--- src/ssrx_pkg.sv ---
// package: register map, field layouts and codes of the serial receive front end
`default_nettype none
package ssrx_pkg;

  // ==========================================
  // register offsets (byte addresses)
  localparam logic [7:0] OFF_CONTROL = 8'h00;
  localparam logic [7:0] OFF_CLK_DIV = 8'h04;
  localparam logic [7:0] OFF_RX_CLK  = 8'h10;
  localparam logic [7:0] OFF_RX_FRM  = 8'h14;
  localparam logic [7:0] OFF_RX_HOLD = 8'h20;
  localparam logic [7:0] OFF_SY_HOLD = 8'h30;
  localparam logic [7:0] OFF_STATUS  = 8'h40;

  // ==========================================
  // control bit positions and writable masks
  localparam int BIT_RX_EN   = 0;
  localparam int BIT_RX_DIS  = 1;
  localparam int BIT_TX_EN   = 8;
  localparam int BIT_TX_DIS  = 9;
  localparam int BIT_SW_RST  = 15;
  localparam logic [31:0] MASK_RX_CLK = 32'hFFFF0F3F;
  localparam logic [31:0] MASK_RX_FRM = 32'h017F0FBF;
  localparam logic [31:0] RESET_VALUE = 32'h00000000;

  // status bit positions
  localparam int ST_BIT_READY = 0;
  localparam int ST_BIT_RX_ON = 1;
  localparam int ST_BIT_TX_ON = 2;
  localparam int ST_BIT_SYNC  = 3;

  // ==========================================
  // codes
  localparam logic [1:0] SRC_DIVIDED = 2'h0;
  localparam logic [1:0] SRC_TX_CLK  = 2'h1;
  localparam logic [1:0] SRC_PIN     = 2'h2;
  localparam logic [2:0] CKO_CONT    = 3'h1;
  localparam logic [3:0] STA_CONT    = 4'h0;
  localparam logic [3:0] STA_TX      = 4'h1;
  localparam logic [3:0] STA_LOW     = 4'h2;
  localparam logic [3:0] STA_HIGH    = 4'h3;
  localparam logic [3:0] STA_FALL    = 4'h4;
  localparam logic [3:0] STA_RISE    = 4'h5;
  localparam logic [3:0] STA_CHANGE  = 4'h6;
  localparam logic [3:0] STA_EDGE    = 4'h7;
  localparam logic [2:0] FS_NONE     = 3'h0;
  localparam logic [2:0] FS_NEG      = 3'h1;
  localparam logic [2:0] FS_POS      = 3'h2;
  localparam logic [2:0] FS_LOW      = 3'h3;
  localparam logic [2:0] FS_HIGH     = 3'h4;
  localparam logic [2:0] FS_TOGGLE   = 3'h5;
  localparam logic [1:0] DMA_BYTE    = 2'h0;
  localparam logic [1:0] DMA_HALF    = 2'h1;
  localparam logic [1:0] DMA_WORD    = 2'h2;
  localparam logic [4:0] LEN_BYTE_MAX = 5'h07;
  localparam logic [4:0] LEN_HALF_MAX = 5'h0F;

  // ==========================================
  // types
  typedef enum logic [1:0] {ST_OFF, ST_WAIT, ST_DELAY, ST_DATA} ssrx_state_e;

  typedef struct packed {
    logic [7:0] period;
    logic [7:0] start_delay;
    logic [3:0] rsv_hi;
    logic [3:0] start_sel;
    logic [1:0] rsv_lo;
    logic       clock_invert;
    logic [2:0] clock_output_mode;
    logic [1:0] clock_source_select;
  } ssrx_rx_clock_setup_s;

  typedef struct packed {
    logic [6:0] rsv_top;
    logic       sync_edge_select;
    logic       rsv_mid;
    logic [2:0] sync_output_shape;
    logic [3:0] sync_length;
    logic [3:0] rsv_low;
    logic [3:0] words_per_frame;
    logic       bit_order;
    logic       rsv_bit;
    logic       loopback;
    logic [4:0] word_length;
  } ssrx_rx_frame_setup_s;

  typedef struct packed {
    logic tx_clock_pin;
    logic tx_sync_pin;
    logic tx_data_pin;
    logic rx_clock_pin;
    logic rx_sync_pin;
    logic rx_data_pin;
  } ssrx_pins_s;

  typedef struct packed {
    logic [31:0] data;
    logic [1:0]  size;
  } ssrx_word_s;

endpackage
`default_nettype wire

--- src/ssrx_core.sv ---
// module: serial receiver clock, start and frame logic with register port
//
// Added by the designer: the register addresses and the address-and-strobe port.
`timescale 1ns/10ps
`default_nettype none
module ssrx_core (
  // clock and reset
  input  wire logic                  clk,
  input  wire logic                  reset,
  // register port
  input  wire logic [7:0]            reg_addr,
  input  wire logic [31:0]           reg_wdata,
  input  wire logic                  reg_wr,
  input  wire logic                  reg_rd,
  output logic [31:0]                reg_rdata,
  // pins seen from outside and transmitter events
  input  wire ssrx_pkg::ssrx_pins_s  pins_in,
  input  wire logic                  tx_start_pulse,
  output logic                       tx_enabled,
  // driven pins
  output logic                       rx_clock_pin_o,
  output logic                       rx_clock_pin_oe,
  output logic                       rx_sync_pin_o,
  output logic                       rx_sync_pin_oe,
  // received words
  output ssrx_pkg::ssrx_word_s       word_out,
  output logic                       word_valid,
  output logic                       rx_sync_flag
);
  import ssrx_pkg::*;

  // ==========================================
  // functions

  // start condition decoder
  function automatic logic start_hit(input logic [3:0] code, input logic now_v,
                                     input logic last_v, input logic tx_ev);
    logic r;
    r = 1'b0;
    case (code)
      STA_CONT:   r = 1'b1;
      STA_TX:     r = tx_ev;
      STA_LOW:    r = ~now_v;
      STA_HIGH:   r = now_v;
      STA_FALL:   r = last_v & ~now_v;
      STA_RISE:   r = ~last_v & now_v;
      STA_CHANGE: r = last_v ^ now_v;
      STA_EDGE:   r = last_v ^ now_v;
      default:    r = 1'b0;
    endcase
    return r;
  endfunction

  // dma transfer size from word length
  function automatic logic [1:0] dma_size(input logic [4:0] len);
    logic [1:0] s;
    s = DMA_WORD;
    if (len <= LEN_BYTE_MAX) begin
      s = DMA_BYTE;
    end else if (len <= LEN_HALF_MAX) begin
      s = DMA_HALF;
    end
    return s;
  endfunction

  // ==========================================
  // registers and state
  logic [11:0]          clk_div_reg;
  ssrx_rx_clock_setup_s rx_clk_reg;
  ssrx_rx_frame_setup_s rx_frm_reg;
  logic                 rx_en_reg;
  logic                 tx_en_reg;
  logic [11:0]          div_cnt_reg;
  logic                 div_clk_reg;
  logic                 sel_q_reg;
  logic                 sync_last_reg;
  logic                 tx_pend_reg;
  ssrx_state_e          state_reg;
  logic [7:0]           dly_cnt_reg;
  logic [4:0]           bit_cnt_reg;
  logic [3:0]           word_cnt_reg;
  logic [31:0]          shift_reg;
  logic [31:0]          hold_reg;
  logic [15:0]          sync_hold_reg;
  logic [4:0]           sync_cnt_reg;
  logic                 ready_reg;
  logic                 flag_reg;
  logic [8:0]           per_cnt_reg;
  logic [4:0]           pulse_cnt_reg;
  logic                 toggle_reg;
  logic                 sync_out_reg;
  logic                 word_valid_reg;
  ssrx_word_s           word_reg;
  logic [31:0]          rdata_reg;

  // ==========================================
  // decode of the register port
  logic ctl_wr;
  logic soft_rst;
  logic rx_on_wr;
  logic rx_off_wr;
  logic rd_hold;
  logic rd_status;

  assign ctl_wr    = reg_wr && (reg_addr == OFF_CONTROL);
  assign soft_rst  = ctl_wr && reg_wdata[BIT_SW_RST];
  assign rx_off_wr = ctl_wr && reg_wdata[BIT_RX_DIS];
  assign rx_on_wr  = ctl_wr && reg_wdata[BIT_RX_EN] && !rx_off_wr;
  assign rd_hold   = reg_rd && (reg_addr == OFF_RX_HOLD);
  assign rd_status = reg_rd && (reg_addr == OFF_STATUS);

  // configuration registers, cleared only by resets
  always_ff @(posedge clk or posedge reset) begin
    if (reset) begin
      clk_div_reg <= 12'h000;
      rx_clk_reg  <= RESET_VALUE;
      rx_frm_reg  <= RESET_VALUE;
    end else if (soft_rst) begin
      clk_div_reg <= 12'h000;
      rx_clk_reg  <= RESET_VALUE;
      rx_frm_reg  <= RESET_VALUE;
    end else if (reg_wr) begin
      if (reg_addr == OFF_CLK_DIV) begin
        clk_div_reg <= reg_wdata[11:0];
      end
      if (reg_addr == OFF_RX_CLK) begin
        rx_clk_reg <= reg_wdata & MASK_RX_CLK;
      end
      if (reg_addr == OFF_RX_FRM) begin
        rx_frm_reg <= reg_wdata & MASK_RX_FRM;
      end
    end
  end

  // enable flags; disable only stops data handling
  always_ff @(posedge clk or posedge reset) begin
    if (reset) begin
      rx_en_reg <= 1'b0;
      tx_en_reg <= 1'b0;
    end else if (soft_rst) begin
      rx_en_reg <= 1'b0;
      tx_en_reg <= 1'b0;
    end else if (ctl_wr) begin
      if (rx_off_wr) begin
        rx_en_reg <= 1'b0;
      end else if (rx_on_wr) begin
        rx_en_reg <= 1'b1;
      end
      if (reg_wdata[BIT_TX_DIS]) begin
        tx_en_reg <= 1'b0;
      end else if (reg_wdata[BIT_TX_EN]) begin
        tx_en_reg <= 1'b1;
      end
    end
  end

  // ==========================================
  // clock divider: half period of clk_div_reg cycles
  always_ff @(posedge clk or posedge reset) begin
    if (reset) begin
      div_cnt_reg <= 12'h000;
      div_clk_reg <= 1'b0;
    end else if (soft_rst || (clk_div_reg == 12'h000)) begin
      div_cnt_reg <= 12'h000;
      div_clk_reg <= 1'b0;
    end else if (div_cnt_reg >= clk_div_reg - 12'h001) begin
      div_cnt_reg <= 12'h000;
      div_clk_reg <= ~div_clk_reg;
    end else begin
      div_cnt_reg <= div_cnt_reg + 12'h001;
    end
  end

  // ==========================================
  // receive clock selection and sampling edge
  logic sel_clk;
  logic sel_rise;
  logic sel_fall;
  logic tick;

  always_comb begin
    sel_clk = 1'b0;
    if (rx_frm_reg.loopback) begin
      sel_clk = pins_in.tx_clock_pin;
    end else begin
      case (rx_clk_reg.clock_source_select)
        SRC_DIVIDED: sel_clk = div_clk_reg;
        SRC_TX_CLK:  sel_clk = pins_in.tx_clock_pin;
        SRC_PIN:     sel_clk = pins_in.rx_clock_pin;
        default:     sel_clk = 1'b0;
      endcase
    end
  end

  assign sel_rise = sel_clk && !sel_q_reg;
  assign sel_fall = !sel_clk && sel_q_reg;
  assign tick     = rx_clk_reg.clock_invert ? sel_rise : sel_fall;

  always_ff @(posedge clk or posedge reset) begin
    if (reset) begin
      sel_q_reg <= 1'b0;
    end else begin
      sel_q_reg <= sel_clk;
    end
  end

  // driven clock is the uninverted selected clock
  assign rx_clock_pin_o  = sel_q_reg;
  assign rx_clock_pin_oe = (rx_clk_reg.clock_output_mode == CKO_CONT);

  // ==========================================
  // frame sync and data sources
  logic sync_src;
  logic data_src;
  logic xfer_act;
  logic sync_now;
  logic go;

  assign rx_sync_pin_oe = (rx_frm_reg.sync_output_shape != FS_NONE) &&
                          (rx_frm_reg.sync_output_shape <= FS_TOGGLE);
  assign sync_src = rx_frm_reg.loopback ? pins_in.tx_sync_pin :
                    (rx_sync_pin_oe ? sync_out_reg : pins_in.rx_sync_pin);
  assign data_src = rx_frm_reg.loopback ? pins_in.tx_data_pin :
                    pins_in.rx_data_pin;
  assign sync_now = sync_src;
  assign xfer_act = (state_reg == ST_DELAY) || (state_reg == ST_DATA);
  assign go = tick && (state_reg == ST_WAIT) &&
              start_hit(rx_clk_reg.start_sel, sync_now, sync_last_reg,
                        tx_pend_reg || tx_start_pulse);

  // last sampled sync level and pending transmitter start
  always_ff @(posedge clk or posedge reset) begin
    if (reset) begin
      sync_last_reg <= 1'b0;
      tx_pend_reg   <= 1'b0;
    end else if (soft_rst) begin
      sync_last_reg <= 1'b0;
      tx_pend_reg   <= 1'b0;
    end else begin
      if (tick) begin
        sync_last_reg <= sync_now;
      end
      if (tx_start_pulse) begin
        tx_pend_reg <= 1'b1; // set wins over the tick clear
      end else if (tick) begin
        tx_pend_reg <= 1'b0;
      end
    end
  end

  // sync edge flag, cleared by a status read, set wins
  logic sync_edge;
  assign sync_edge = tick && (rx_frm_reg.sync_edge_select ?
                     (sync_last_reg && !sync_now) : (!sync_last_reg && sync_now));

  always_ff @(posedge clk or posedge reset) begin
    if (reset) begin
      flag_reg <= 1'b0;
    end else if (soft_rst) begin
      flag_reg <= 1'b0;
    end else if (sync_edge) begin
      flag_reg <= 1'b1;
    end else if (rd_status) begin
      flag_reg <= 1'b0;
    end
  end

  // ==========================================
  // reception sequencer
  logic        last_bit;
  logic        last_word;
  logic [31:0] shift_next;

  assign last_bit  = (bit_cnt_reg == rx_frm_reg.word_length);
  assign last_word = (word_cnt_reg == rx_frm_reg.words_per_frame);

  // place the incoming bit by bit order
  always_comb begin
    shift_next = (bit_cnt_reg == 5'h00) ? 32'h00000000 : shift_reg;
    if (rx_frm_reg.bit_order) begin
      shift_next = {shift_next[30:0], data_src};
    end else begin
      shift_next[bit_cnt_reg] = data_src;
    end
  end

  always_ff @(posedge clk or posedge reset) begin
    if (reset) begin
      state_reg    <= ST_OFF;
      dly_cnt_reg  <= 8'h00;
      bit_cnt_reg  <= 5'h00;
      word_cnt_reg <= 4'h0;
      shift_reg    <= 32'h00000000;
    end else if (soft_rst || !rx_en_reg) begin
      state_reg    <= ST_OFF;
      bit_cnt_reg  <= 5'h00;
      word_cnt_reg <= 4'h0;
    end else begin
      case (state_reg)
        ST_OFF: begin
          state_reg <= ST_WAIT;
        end
        ST_WAIT: begin
          if (go) begin
            bit_cnt_reg  <= 5'h00;
            word_cnt_reg <= 4'h0;
            dly_cnt_reg  <= rx_clk_reg.start_delay;
            if (rx_clk_reg.start_delay != 8'h00) begin
              state_reg <= ST_DELAY;
            end else begin
              state_reg <= ST_DATA;
            end
          end
        end
        ST_DELAY: begin
          if (tick) begin
            dly_cnt_reg <= dly_cnt_reg - 8'h01;
            if (dly_cnt_reg == 8'h01) begin
              state_reg <= ST_DATA;
            end
          end
        end
        ST_DATA: begin
          if (tick) begin
            shift_reg <= shift_next;
            if (!last_bit) begin
              bit_cnt_reg <= bit_cnt_reg + 5'h01;
            end else begin
              bit_cnt_reg <= 5'h00;
              if (!last_word) begin
                word_cnt_reg <= word_cnt_reg + 4'h1;
              end else begin
                word_cnt_reg <= 4'h0;
                if (rx_clk_reg.start_sel != STA_CONT ||
                    rx_clk_reg.start_delay != 8'h00) begin
                  state_reg <= ST_WAIT;
                end
              end
            end
          end
        end
        default: begin
          state_reg <= ST_OFF;
        end
      endcase
    end
  end

  // completed words: holding register, ready flag, output strobe
  logic word_done;
  assign word_done = tick && (state_reg == ST_DATA) && last_bit && rx_en_reg;

  always_ff @(posedge clk or posedge reset) begin
    if (reset) begin
      hold_reg       <= 32'h00000000;
      ready_reg      <= 1'b0;
      word_valid_reg <= 1'b0;
      word_reg       <= '0;
    end else if (soft_rst) begin
      hold_reg       <= 32'h00000000;
      ready_reg      <= 1'b0;
      word_valid_reg <= 1'b0;
      word_reg       <= '0;
    end else begin
      word_valid_reg <= word_done;
      if (word_done) begin
        hold_reg      <= shift_next;
        word_reg.data <= shift_next;
        word_reg.size <= dma_size(rx_frm_reg.word_length);
        ready_reg     <= 1'b1; // set wins over the read clear
      end else if (rd_hold) begin
        ready_reg <= 1'b0;
      end
    end
  end

  // sync data bits captured during the start delay, only with the FS_NEG or FS_POS sync shape
  logic pulse_mode;
  assign pulse_mode = (rx_frm_reg.sync_output_shape == FS_NEG) ||
                      (rx_frm_reg.sync_output_shape == FS_POS);

  always_ff @(posedge clk or posedge reset) begin
    if (reset) begin
      sync_hold_reg <= 16'h0000;
      sync_cnt_reg  <= 5'h00;
    end else if (soft_rst) begin
      sync_hold_reg <= 16'h0000;
      sync_cnt_reg  <= 5'h00;
    end else if (go) begin
      sync_cnt_reg <= 5'h00;
    end else if (tick && state_reg == ST_DELAY && pulse_mode &&
                 sync_cnt_reg <= {1'b0, rx_frm_reg.sync_length}) begin
      sync_hold_reg <= {sync_hold_reg[14:0], data_src};
      sync_cnt_reg  <= sync_cnt_reg + 5'h01;
    end
  end

  // ==========================================
  // period generator and sync output shaping
  logic [8:0] per_last;
  logic       per_pulse;
  logic       sync_shape;

  assign per_last  = {rx_clk_reg.period, 1'b1};
  assign per_pulse = tick && (rx_clk_reg.period != 8'h00) && (per_cnt_reg == per_last);

  always_ff @(posedge clk or posedge reset) begin
    if (reset) begin
      per_cnt_reg   <= 9'h000;
      pulse_cnt_reg <= 5'h00;
      toggle_reg    <= 1'b0;
    end else if (soft_rst || rx_clk_reg.period == 8'h00) begin
      per_cnt_reg   <= 9'h000;
      pulse_cnt_reg <= 5'h00;
      toggle_reg    <= soft_rst ? 1'b0 : (go ? ~toggle_reg : toggle_reg);
    end else begin
      if (tick) begin
        per_cnt_reg <= per_pulse ? 9'h000 : per_cnt_reg + 9'h001;
      end
      if (per_pulse) begin
        pulse_cnt_reg <= {1'b0, rx_frm_reg.sync_length} + 5'h01;
      end else if (tick && pulse_cnt_reg != 5'h00) begin
        pulse_cnt_reg <= pulse_cnt_reg - 5'h01;
      end
      if (go) begin
        toggle_reg <= ~toggle_reg;
      end
    end
  end

  always_comb begin
    case (rx_frm_reg.sync_output_shape)
      FS_NEG:    sync_shape = (pulse_cnt_reg == 5'h00);
      FS_POS:    sync_shape = (pulse_cnt_reg != 5'h00);
      FS_LOW:    sync_shape = !xfer_act;
      FS_HIGH:   sync_shape = xfer_act;
      FS_TOGGLE: sync_shape = toggle_reg;
      default:   sync_shape = 1'b0;
    endcase
  end

  always_ff @(posedge clk or posedge reset) begin
    if (reset) begin
      sync_out_reg <= 1'b0;
    end else begin
      sync_out_reg <= sync_shape;
    end
  end

  // ==========================================
  // read data, one cycle after the strobe
  always_ff @(posedge clk or posedge reset) begin
    if (reset) begin
      rdata_reg <= 32'h00000000;
    end else if (reg_rd) begin
      case (reg_addr)
        OFF_CLK_DIV: rdata_reg <= {20'h00000, clk_div_reg};
        OFF_RX_CLK:  rdata_reg <= rx_clk_reg;
        OFF_RX_FRM:  rdata_reg <= rx_frm_reg;
        OFF_RX_HOLD: rdata_reg <= hold_reg;
        OFF_SY_HOLD: rdata_reg <= {16'h0000, sync_hold_reg};
        OFF_STATUS: begin
          rdata_reg <= 32'h00000000;
          rdata_reg[ST_BIT_READY] <= ready_reg;
          rdata_reg[ST_BIT_RX_ON] <= rx_en_reg;
          rdata_reg[ST_BIT_TX_ON] <= tx_en_reg;
          rdata_reg[ST_BIT_SYNC]  <= flag_reg;
        end
        default: rdata_reg <= 32'h00000000;
      endcase
    end else begin
      rdata_reg <= 32'h00000000;
    end
  end

  // ==========================================
  // outputs
  assign reg_rdata     = rdata_reg;
  assign rx_sync_pin_o = sync_out_reg;
  assign word_out      = word_reg;
  assign word_valid    = word_valid_reg;
  assign rx_sync_flag  = flag_reg;
  assign tx_enabled    = tx_en_reg;

endmodule
`default_nettype wire

--- config.mk ---
export PLATFORM = sky130hd
export DESIGN_NAME = ssrx_core
export DESIGN_NICKNAME = d
export VERILOG_FILES = /design/src/ssrx_pkg.sv /design/src/ssrx_core.sv
export SDC_FILE = /design/constraint.sdc
export NUM_CORES = 1
export LEC_CHECK = 0
export BUFFER_PORTS_ARGS = -buffer_cell sky130_fd_sc_hd__buf_4
export CORE_MARGIN = 5
export CORE_UTILIZATION = 34
export CTS_CLUSTER_SIZE = 30
export DETAILED_ROUTE_END_ITERATION = 10
export SLEW_MARGIN = 20
export SYNTH_ARGS = -nofsm -noshare
export SYNTH_HDL_FRONTEND = slang
export SYNTH_SLANG_ARGS = --single-unit
--- constraint.sdc ---
create_clock -name clk -period 10.75 [get_ports clk]
set_clock_uncertainty 0.2 [all_clocks]
set_input_delay 1.075 -clock clk [delete_from_list [all_inputs] [get_ports clk]]
set_output_delay 1.075 -clock clk [all_outputs]
set_load 0.02 [all_outputs]
==> out/metrics.sh, run 1 <==
CRIT_TYPE='flop to flop'
RELSLEWSLACK=0.3404
POWER.SEQUENTIAL.FRACTION=0.434
NUMCLOCKSINKS=232
HPWL_UM=25900
DETAIL_ROUTE.DRC_VIOLATIONS=0
GRT_USAGE=0.1803
ANTENNA_VIOLATING_NETS_POST_ROUTE=0
PLACED_AREA_SQ_UM=13550
POSTROUTEWIRELENGTH_UM=36110
SEQUENTIAL_AREA_SHARE_AFTER_SYNTHESIS=0.4752
FP.DIEW_UM=199.6
MAXCAPVIOLCOUNT=0
TRITONCTS_CLOCK_TREE='yes'
REPORT.FINAL.SLEW_VIOL_COUNT=0
VIAS_PER_CELL=5.435
ROUTE.VIAS.TOTAL=10340
MAXIMUM_NET_FANOUT_ON_THE_CRITICAL_PATH=13
FLOORPLAN.DIE_AREA_SQ_UM=39830
CRITICAL_PATH_ARRIVAL_NS=4.13
H-TREE-DEPTH=1
SYNTH-ASYNC-RESET-RATIO=1.000
DOMINANTREGCELLSYNTH='sky130_fd_sc_hd__dfrtp_1'
GRT_PASS1_VIAS=10260
POST-CTS-SETUP-BUFFER-COUNT=0
WORST_SETUP_PATH_END_KIND='flop'
TIMING.FMAX_GHz=0.2545
CLKLATENCYLATEPIN_NS=0.54
GRT_SETUP_UNREPAIRED='no'
GR-TOTAL-OVERFLOW=0
CTS_RESIZED=0
P_PER_AREA_nW_PER_UM2=148.7
SYNTH_SEQ_CELLS=232
LAYOUT.NETS=1509
MAXIMUM_NUMBER_OF_PINS_ON_ONE_NET_BEFORE_GLOBAL_ROUTE_REPAIR=86
SETUP_TOTAL_NEGATIVE_SLACK_NS=0
IR_WORST_VDD_uV=106.8
INSERTEDDIODECOUNT=0
CRITICAL_PATH.STARTPOINT_TYPE='flop'
FINAL_CELL_AREA_SQ_UM=14510
INTPOWER_uW=1583
FIRST_PASS_GRT_WIRE_LENGTH_UM=57820
DRT-PASS1-ITER-COUNT=6
SYN-NUM-NETS=1419
SWITCHING_POWER_uW=574.4
HOLD_CLASS='flop to flop'
CTS_MADE_BUFFERS=27
SYNTH_CELL_AREA_SQ_UM=12220
TIMING_HOLD_VIOLATIONS_FINAL=0
DIE_HEIGHT_UM=199.6
FINAL_MIN_PERIOD_OVER_CLOCK_PERIOD=0.3655
FLOORPLAN.ROWS=69
FINAL_LAYOUT_SIZE_SUFFIX_GT1_FRAC=0.1498
TOTAL_POWER_uW=2157
POST_DETAILED_ROUTE_WIRELENGTH_PER_CELL_UM=18.97
HOLD_BUFFERS=0
TOP_LEVEL_PORTS=124
SW_FRAC_OF_TOTAL=0.2663
FINAL.MIN_CLOCK_PERIOD_NS=3.929
GRT_ANTENNA_BEFORE_REPAIR=0
MAX-CLOCK-PATH-BUFFERS=3
YOSYSWARNINGCOUNT=0
PWR-SHARE-CLK=0.453
SETUP_VIOL=0
WORST_PIN_SLEW_NS=0.9858
SYNTH.DISTINCT_CELLS=72
SYNTH_EDF_COUNT=0
LAYOUT.CORE_UTILIZATION=0.4089
LEAKAGEPOWER_uW=0.006744
POSTSYNTHAREAPERCELL_SQ_UM=9.180
CTS_ROOT_BUFFER='sky130_fd_sc_hd__clkbuf_16'
CLK_TRANSITION_REPORTED_PATHS_NS=0.07
PLACE_CONGESTION=0.8666
AREA_DELTA_SYNTH_FINAL_PCT=18.76
STATUS='finished clean'
DRT_ITER0_DRC=765
CORE-AREA_SQ_UM=35480
CRITPATHREQUIREDTIME_NS=10.95
POST_SYNTHESIS_CELLS=1331
INITIAL_CORE_UTIL=0.3443
PORT_BUFFERS=120
COMBINATIONALPOWERSHARE=0.113
cells in the final DEF (no fill, tap or decap), types with 7 or more instances in the layout:
cell | Yosys | final
sky130_fd_sc_hd__nand3_1 | 58 | 58
sky130_fd_sc_hd__a31oi_1 | 11 | 11
sky130_fd_sc_hd__xor2_1 | 21 | 21
sky130_fd_sc_hd__o21ai_0 | 117 | 115
sky130_fd_sc_hd__o21a_1 | 7 | 7
sky130_fd_sc_hd__buf_4 | 0 | 139
sky130_fd_sc_hd__dfrtp_1 | 232 | 232
sky130_fd_sc_hd__a21o_1 | 10 | 10
sky130_fd_sc_hd__nand4_1 | 9 | 9
sky130_fd_sc_hd__a22o_1 | 28 | 28
sky130_fd_sc_hd__nor3_1 | 30 | 30
sky130_fd_sc_hd__clkbuf_16 | 0 | 27
sky130_fd_sc_hd__nand2_1 | 233 | 233
sky130_fd_sc_hd__nor2_1 | 84 | 81
sky130_fd_sc_hd__nand2b_1 | 10 | 10
sky130_fd_sc_hd__nor2b_1 | 27 | 27
sky130_fd_sc_hd__inv_1 | 33 | 32
sky130_fd_sc_hd__ha_1 | 37 | 37
sky130_fd_sc_hd__o2bb2ai_1 | 9 | 9
sky130_fd_sc_hd__and3_1 | 16 | 16
sky130_fd_sc_hd__xnor2_1 | 28 | 28
sky130_fd_sc_hd__a32oi_1 | 15 | 15
sky130_fd_sc_hd__a22oi_1 | 39 | 39
sky130_fd_sc_hd__mux2_2 | 8 | 8
sky130_fd_sc_hd__mux2i_1 | 29 | 29
sky130_fd_sc_hd__a21oi_1 | 53 | 53
power by group through the flow:
stage	logic [uW]	registers, uW	clock network, uW
after global routing	279	940	1030
after CTS	246	936	996
final	243	937	977
after global placement	237	951	0
after detailed placement	244	952	0
after floorplan	175	940	0
routing by layer:
metal  vias up  share of wire  track usage
li1       4940              -            -
met5         -              0            0
met4         0          0.022      0.04403
met1      5101           0.46       0.2589
met2       254           0.47       0.2930
met3        47          0.048      0.02040
critical path, stage by stage (launching register included):
cell and delay [ns]:
sky130_fd_sc_hd__dfrtp_1 0.50, sky130_fd_sc_hd__ha_1 0.29, sky130_fd_sc_hd__o21ai_0 0.61, sky130_fd_sc_hd__nand2_1 0.22, sky130_fd_sc_hd__inv_1 0.10, sky130_fd_sc_hd__ha_1 0.16, sky130_fd_sc_hd__nor3b_1 0.06, sky130_fd_sc_hd__a211oi_1 0.24
sky130_fd_sc_hd__nor3_1 0.07, sky130_fd_sc_hd__and3b_1 0.29, sky130_fd_sc_hd__o311ai_4 0.50, sky130_fd_sc_hd__buf_6 0.27, sky130_fd_sc_hd__mux2i_1 0.21, sky130_fd_sc_hd__nor2_1 0.06
cell families after synthesis:
kind of cell / count (synthesis) / synth area share
AND/OR/NAND/NOR: 511 / 0.1915
adder cells (fa/ha/maj): 37 / 0.03789
AO/OA/AOI/OAI: 352 / 0.1921
multiplexers: 37 / 0.03113
XOR/XNOR: 49 / 0.03513
buffers and inverters: 113 / 0.03707
flip-flops: 232 / 0.4752
per-stage QoR:
stage | worst slack (ns) | std cells | hold slack [ns]
after CTS | 6.634 | 1902 | 0.2822
after floorplan | 3.114 | 1331 | 0.2456
after detailed placement | 6.398 | 1852 | 0.2669
after global routing | 6.588 | 1903 | 0.3163
after global placement | 6.467 | 1852 | 0.2649
final | 6.821 | 1903 | 0.2840
area by class of cell:
class	instances	area [sq um]
fillers	3466	20970
multi-input cells	986	5988
flip-flops and latches	232	5806
repair buffers	140	1055
clock buffers	33	738.2
well taps	461	576.8
clock inverters	17	211.5
inverters	34	135.1
cell usage after synthesis (all sizes together) (4+ instances only):
master	instances	area (sq um)
a22o	28	245.2
dfrtp	232	5806
a32oi	15	131.4
a31oi	11	68.82
inv	33	123.9
o31ai	6	45.04
nand4	9	56.30
and2	6	37.54
nor3	30	150.1
a21o	10	75.07
nand3	58	290.3
o21ai	120	604.3
o21a	7	52.55
nand2	233	874.6
clkbuf	67	251.5
a211oi	5	37.54
o22ai	6	37.54
and3	16	100.1
nor4	5	31.28
ha	37	462.9
or4	6	45.04
nor4b	4	35.03
or2	6	40.04
a22oi	39	292.8
buf	12	73.82
xnor2	28	245.2
a221oi	6	58.80
or3	5	31.28
nor2b	27	168.9
a21boi	7	52.55
nand2b	10	62.56
xor2	21	183.9
o2bb2ai	9	78.83
mux2i	29	290.3
a21oi	53	265.3
mux2	8	90.09
nor2	84	315.3
final timing paths:
kind / start / to / slack, ns / depth (start not counted)
hold / removal: shift_reg[15] / shift_reg[15] / 0.28 / 2
min in group asynchronous: reset / rx_clk_reg[11] / 0.44 / 2
hold reg to reg: shift_reg[15] / shift_reg[15] / 0.28 / 2
setup reg to reg: rx_frm_reg[21] / sync_hold_reg[11] / 6.82 / 13
setup / recovery: rx_frm_reg[21] / sync_hold_reg[11] / 6.82 / 13
max in group asynchronous: reset / clk_div_reg[10] / 8.48 / 3
Note: power is estimated with default switching activity, not from simulation.
==> run 2, diff against run 1 <==
==> constraint.sdc (replaced) <==
create_clock -name clk -period 4.1 [get_ports clk]
set_clock_uncertainty 0.2 [all_clocks]
set_input_delay 0.41 -clock clk [delete_from_list [all_inputs] [get_ports clk]]
set_output_delay 0.41 -clock clk [all_outputs]
set_load 0.02 [all_outputs]
==> out/metrics.sh, run 2 (same netlist as run 1, synthesis figures left out) <==
ROUTE.VIAS.TOTAL=10350
CRIT_TYPE='flop to flop'
CRITPATHREQUIREDTIME_NS=4.29
MAXIMUM_NUMBER_OF_PINS_ON_ONE_NET_BEFORE_GLOBAL_ROUTE_REPAIR=143
FINAL.MIN_CLOCK_PERIOD_NS=3.631
AREA_DELTA_SYNTH_FINAL_PCT=21.44
PORT_BUFFERS=120
CLK_TRANSITION_REPORTED_PATHS_NS=0.06
CORE-AREA_SQ_UM=35480
ANTENNA_VIOLATING_NETS_POST_ROUTE=0
WORST_SETUP_PATH_END_KIND='flop'
FIRST_PASS_GRT_WIRE_LENGTH_UM=57680
MOSTFREQUENTLAYOUTCELL='sky130_fd_sc_hd__nand2_1'
DRT-PASS1-ITER-COUNT=5
FLOORPLAN.DIE_AREA_SQ_UM=39830
INSERTEDDIODECOUNT=0
CRITICAL_PATH.STARTPOINT_TYPE='flop'
CTS_MADE_BUFFERS=27
MAX-CLOCK-PATH-BUFFERS=3
SEQUENTIAL_CELL_AREA_SQ_UM=5806
SETUP_TOTAL_NEGATIVE_SLACK_NS=0
P_PER_AREA_nW_PER_UM2=379.8
DRT_ITER0_DRC=706
NUMCLOCKSINKS=232
VIAS_PER_CELL=5.346
GRT_USAGE=0.1793
MULTI_INPUT_GATE_AREA_SQ_UM=5988
FINAL_LAYOUT_SIZE_SUFFIX_GT1_FRAC=0.1505
CTS_ROOT_BUFFER='sky130_fd_sc_hd__clkbuf_16'
PLACED_AREA_SQ_UM=13620
DETAIL_ROUTE.DRC_VIOLATIONS=0
RELSLEWSLACK=0.3193
GRT_PASS1_VIAS=10250
MIN_DELAY_PATH_DEPTH=3
CRITICAL_PATH_ARRIVAL_NS=3.83
FLOORPLAN.ROWS=69
TOP_LEVEL_PORTS=124
FINAL_CELL_AREA_SQ_UM=14840
FP.DIEW_UM=199.6
WORSTPATHCELLLIST='ha_1 -> or3b_1 -> a2bb2oi_1 -> nand2_1 -> inv_1 -> ha_1 -> nor3b_1 -> a211oi_1 -> nor3_1 -> and3b_1 -> nor3_1 -> o21ai_0 -> o32ai_1'
R2R.WORST_PATH.CELLS=13
MOSTFREQUENTLAYOUTCELLS='sky130_fd_sc_hd__nand2_1, sky130_fd_sc_hd__dfrtp_1, sky130_fd_sc_hd__buf_4, sky130_fd_sc_hd__o21ai_0, sky130_fd_sc_hd__nor2_1'
GRT_SETUP_UNREPAIRED='no'
TIMING_HOLD_VIOLATIONS_FINAL=0
DPL_WORST_SLACK_NS=0.5373
POSTROUTEWIRELENGTH_UM=36240
MAX_STAGE_DELAY_NS=0.52
TRITONCTS_CLOCK_TREE='yes'
LAYOUT.FILLER_CELLS=3420
MAXCAPVIOLCOUNT=0
DPL.CELL_COUNT=1859
DIE_HEIGHT_UM=199.6
PLACE_CONGESTION=0.8628
IR_WORST_VDD_uV=370.8
POST_DETAILED_ROUTE_WIRELENGTH_PER_CELL_UM=18.72
SETUP_VIOL=0
HOLD_CLASS='input pin to flop'
MAXIMUM_NET_FANOUT_ON_THE_CRITICAL_PATH=8
WORST_PIN_SLEW_NS=1.018
REPORT.FINAL.SLEW_VIOL_COUNT=0
HPWL_UM=26130
SETUP_SLACK_NS=0.4693
FINISH.CELL_COUNT_WITHOUT_FILLERS=1936
GRT_ANTENNA_BEFORE_REPAIR=0
TIMING.FMAX_GHz=0.2754
TOTAL_POWER_uW=5636
GR-TOTAL-OVERFLOW=0
INITIAL_CORE_UTIL=0.3443
FINAL_MIN_PERIOD_OVER_CLOCK_PERIOD=0.8855
CRITPATHSLOWESTCELL='sky130_fd_sc_hd__o21ai_0'
STATUS='finished clean'
H-TREE-DEPTH=1
LAYOUT.NETS=1543
LEAKAGEPOWER_uW=0.006896
CLKLATENCYLATEPIN_NS=0.54
==> run 2: cell types whose count changed in the layout (fill, tap and decap cells not counted), moves of 2 or more <==
cell,previous run,this run
sky130_fd_sc_hd__clkinvlp_4,3,5
sky130_fd_sc_hd__dlygate4sd3_1,0,28
sky130_fd_sc_hd__clkinv_4,4,2
sky130_fd_sc_hd__buf_4,139,144
sky130_fd_sc_hd__buf_12,0,2
==> run 2: metrics by stage <==
stage	util	hold WS (ns)
after CTS	0.4182	0.02105
after global routing	0.4182	0.04302
after global placement	0.3839	0.2599
final	0.4182	0.03816
after detailed placement	0.3839	0.2716
after floorplan	-	0.2456
==> run 2: power by group <==
group	switching, uW	internal, uW
registers	94.9	2360
clock network	1020	1500
logic	392	270
==> run 2: worst paths after layout <==
check / startpoint / to / slack, ns
max in group asynchronous: reset / word_cnt_reg[2] / 2.57
worst max register to register: rx_frm_reg[21] / bit_cnt_reg[3] / 0.47
min in group asynchronous: reset / div_cnt_reg[4] / 0.39
worst min register to register: shift_reg[31] / shift_reg[31] / 0.28
worst min-delay path: reg_wdata[19] / rx_frm_reg[19] / 0.04
worst max-delay path: rx_frm_reg[21] / bit_cnt_reg[3] / 0.47
==> run 2: final cells by class <==
| class | instances | share of cell area |
|---|---|---|
| Multi-Input combinational cell | 986 | 0.4036 |
| Sequential cell | 232 | 0.3913 |
| Timing Repair Buffer | 174 | 0.09444 |
| Clock buffer | 33 | 0.05043 |
| Tap cell | 461 | 0.03887 |
| Clock inverter | 16 | 0.01256 |
| Inverter | 34 | 0.008854 |
==> run 2: routing by layer <==
layer / GRT usage / wire [um]
met1: 0.2551 / 16550
met2: 0.2945 / 17040
met3: 0.02293 / 1976
met4: 0.03925 / 680
met5: 0 / 0
==> run 2: worst max-delay path, delay by kind of cell, from the launching register on <==
kind | cells | cell delay [ns]
flip-flops | 1 | 0.47
buffers and inverters | 1 | 0.06
AND/OR/NAND/NOR | 6 | 1.33
AO/OA/AOI/OAI | 4 | 0.94
adder cells (fa/ha/maj) | 2 | 0.46
==> run 2: repair_timing <==
| action | 4_1_cts | 5_1_grt |
|---|---|---|
| hold buffers | 28 | 0 |
| endpoints found under the hold margin | 123 | 0 |
| buffers inserted | 0 | 0 |
| resized for setup | 0 | 0 |
| endpoints found under the setup margin | 0 | 0 |
==> run 3, diff against run 2 <==
--- a/config.mk
+++ b/config.mk
@@ -6,10 +6,13 @@
 export NUM_CORES = 1
 export LEC_CHECK = 0
 export BUFFER_PORTS_ARGS = -buffer_cell sky130_fd_sc_hd__buf_4
+export CELL_PAD_IN_SITES_DETAIL_PLACEMENT = 1
+export CELL_PAD_IN_SITES_GLOBAL_PLACEMENT = 2
 export CORE_MARGIN = 5
 export CORE_UTILIZATION = 34
 export CTS_CLUSTER_SIZE = 30
 export DETAILED_ROUTE_END_ITERATION = 10
+export PLACE_DENSITY_LB_ADDON = 0.1
 export SLEW_MARGIN = 20
 export SYNTH_ARGS = -nofsm -noshare
 export SYNTH_HDL_FRONTEND = slang
==> out/metrics.sh, run 3 (same netlist as run 1, synthesis figures left out) <==
STATUS='finished clean'
TIMING_HOLD_VIOLATIONS_FINAL=0
MIN_FROM='reg_wdata[10]'
PATH_BUF_INV=1
GRT_USAGE=0.2076
MOSTFREQUENTLAYOUTCELLS='sky130_fd_sc_hd__nand2_1, sky130_fd_sc_hd__dfrtp_1, sky130_fd_sc_hd__buf_4, sky130_fd_sc_hd__o21ai_0, sky130_fd_sc_hd__nor2_1'
DRT-PASS1-ITER-COUNT=5
VIAS_PER_CELL=5.435
FIRST_PASS_GRT_WIRE_LENGTH_UM=65430
POST-CTS-SETUP-BUFFER-COUNT=0
CRITPATHTOPFAMILY='simple AND/OR/NAND/NOR gates'
REPORT.FINAL.SLEW_VIOL_COUNT=0
TOP_METAL_USED='met4'
CLK_TRANSITION_REPORTED_PATHS_NS=0.06
WL_MET1_UM=20190
INITIAL_CORE_UTIL=0.3443
CRITPATHREQUIREDTIME_NS=4.30
HPWL_UM=29820
CRITPATHSLOWESTCELL='sky130_fd_sc_hd__dfrtp_1'
SETUP_TOTAL_NEGATIVE_SLACK_NS=0
MAX-CLOCK-PATH-BUFFERS=3
CTS_MADE_BUFFERS=28
POSTROUTEWIRELENGTH_UM=41640
DR_WL_MET2_UM=19180
REG2REG_SETUP_SLACK_NS=0.54
POWER.SEQUENTIAL.FRACTION=0.429
HOLD_CLASS='input pin to flop'
SW_FRAC_OF_TOTAL=0.2613
SETUP_VIOL=0
ROUTE.VIAS.TOTAL=10540
CTS_ROOT_BUFFER='sky130_fd_sc_hd__clkbuf_16'
MAXIMUM_NET_FANOUT_ON_THE_CRITICAL_PATH=8
INSERTEDDIODECOUNT=0
PORT_BUFFERS=120
NUMCLOCKSINKS=232
MIN_DELAY_PATH_DEPTH=3
DIE_HEIGHT_UM=199.6
GRT_ANTENNA_BEFORE_REPAIR=0
FLOORPLAN.DIE_AREA_SQ_UM=39830
MIN_DELAY_WORST_ENDPOINT='rx_frm_reg[10]'
MAXCAPVIOLCOUNT=0
WORST_PIN_SLEW_NS=1.061
FINAL_MIN_PERIOD_OVER_CLOCK_PERIOD=0.8694
WORST_FLOP_TO_FLOP_PATH_ENDPOINT='bit_cnt_reg[2]'
R2R-START='rx_frm_reg[21]'
POST_DETAILED_ROUTE_WIRELENGTH_PER_CELL_UM=21.48
ROUTE.MET3.WL_UM=1533
LAYOUT.CORE_UTILIZATION=0.4198
FINAL.MIN_CLOCK_PERIOD_NS=3.565
INTPOWER_uW=4252
FINISH.CELL_COUNT_WITHOUT_FILLERS=1939
GRT_PASS1_VIAS=11080
LAYOUT.NETS=1549
AREA_DELTA_SYNTH_FINAL_PCT=21.91
COMBINATIONALPOWERSHARE=0.116
FINAL_LAYOUT_SIZE_SUFFIX_GT1_FRAC=0.1502
DRT_ITER0_DRC=532
CRITICAL_PATH.STARTPOINT_TYPE='flop'
SEQUENTIAL_CELL_AREA_SQ_UM=5807
GR-TOTAL-OVERFLOW=0
P_PER_AREA_nW_PER_UM2=386.4
H-TREE-DEPTH=1
MAXIMUM_NUMBER_OF_PINS_ON_ONE_NET_BEFORE_GLOBAL_ROUTE_REPAIR=99
CRITICAL_PATH_ARRIVAL_NS=3.76
WORST_SETUP_PATH_END_KIND='flop'
MAX_STAGE_DELAY_NS=0.48
GRT_SETUP_UNREPAIRED='no'
ANTENNA_VIOLATING_NETS_POST_ROUTE=0
CORE-AREA_SQ_UM=35480
MOSTFREQUENTLAYOUTCELL='sky130_fd_sc_hd__nand2_1'
TRITONCTS_CLOCK_TREE='yes'
PLACE_CONGESTION=0.7983
DETAIL_ROUTE.DRC_VIOLATIONS=0
TIMING.FMAX_GHz=0.2805
DPL.CELL_COUNT=1865
LEAKAGEPOWER_uW=0.006932
RELSLEWSLACK=0.2928
CLKLATENCYLATEPIN_NS=0.54
IR_WORST_VDD_uV=318.1
MULTI_INPUT_GATE_AREA_SQ_UM=5988
FP.DIEW_UM=199.6
SWITCHING_POWER_uW=1504
TOP_LEVEL_PORTS=124
CRIT_TYPE='flop to flop'
R2R.WORST_PATH.CELLS=13
FLOORPLAN.ROWS=69
PWR-SHARE-CLK=0.455
WORSTPATHCELLLIST='ha_1 -> or3b_1 -> a2bb2oi_1 -> nand2_1 -> inv_1 -> ha_1 -> nor3b_1 -> a211oi_1 -> nor3_1 -> and3b_1 -> nor3_1 -> o21ai_0 -> o22ai_1'
LAYOUT.FILLER_CELLS=4135
run 3: cell count changes in the layout (fill, tap and decap cells not counted), sizes merged:
cell and change:
clkbuf +7, buf +6, clkinvlp -4, clkinv -3, inv -3, bufinv +1
dlygate4sd3 -1
run 3: final cells by class:
class | count | area share
Multi-Input combinational cell | 986 | 0.4020
Sequential cell | 232 | 0.3898
Timing Repair Buffer | 179 | 0.09643
Clock buffer | 40 | 0.05485
Tap cell | 461 | 0.03872
Clock inverter | 7 | 0.009324
Inverter | 34 | 0.008820
run 3: worst max path at each step:
stage,endpoint,depth (start not counted),slack (ns),start
floorplan,bit_cnt_reg[0],1,0.45,reset
global placement,bit_cnt_reg[2],13,0.64,rx_frm_reg[21]
detailed placement,div_cnt_reg[7],11,0.54,clk_div_reg[3]
CTS,div_cnt_reg[7],11,0.53,clk_div_reg[3]
global route,bit_cnt_reg[1],13,0.24,rx_frm_reg[21]
finish,bit_cnt_reg[2],13,0.54,rx_frm_reg[21]
run 3: metal layers:
layer,GRT usage,up-vias
met3,0.02479,40
li1,-,4985
met5,0,-
met2,0.3403,199
met4,0.04075,0
met1,0.2988,5315
run 3: power groups by stage:
stage | combinational, uW | clock (uW) | sequential [uW]
2_1_floorplan | 459 | 0 | 2470
3_3_place_gp | 638 | 0 | 2510
3_5_place_dp | 659 | 0 | 2510
4_1_cts | 683 | 2690 | 2470
5_1_grt | 761 | 2790 | 2480
6_report | 669 | 2620 | 2470
run 3: what timing repair did:
action / in CTS / in global routing
endpoints found under the hold margin: 49 / 0
hold buffers: 27 / 0
resized for setup: 0 / 0
run 3: per-stage QoR:
step | setup slack, ns | hold WS, ns | total power, uW | instance area, sq um
2_1_floorplan | 0.4541 | 0.2456 | 2924 | 12220
3_3_place_gp | 0.6430 | 0.2632 | 3147 | 13670
3_5_place_dp | 0.5408 | 0.2707 | 3171 | 13670
4_1_cts | 0.5254 | 0.01096 | 5844 | 14900
5_1_grt | 0.2449 | 0.03887 | 6029 | 14900
6_report | 0.5355 | 0.03092 | 5756 | 14900
run 3: tightest hold or removal path, stage by stage:
cell                      delay (ns)
sky130_fd_sc_hd__buf_4          0.11
sky130_fd_sc_hd__nand2_1        0.12
sky130_fd_sc_hd__o21ai_0        0.09
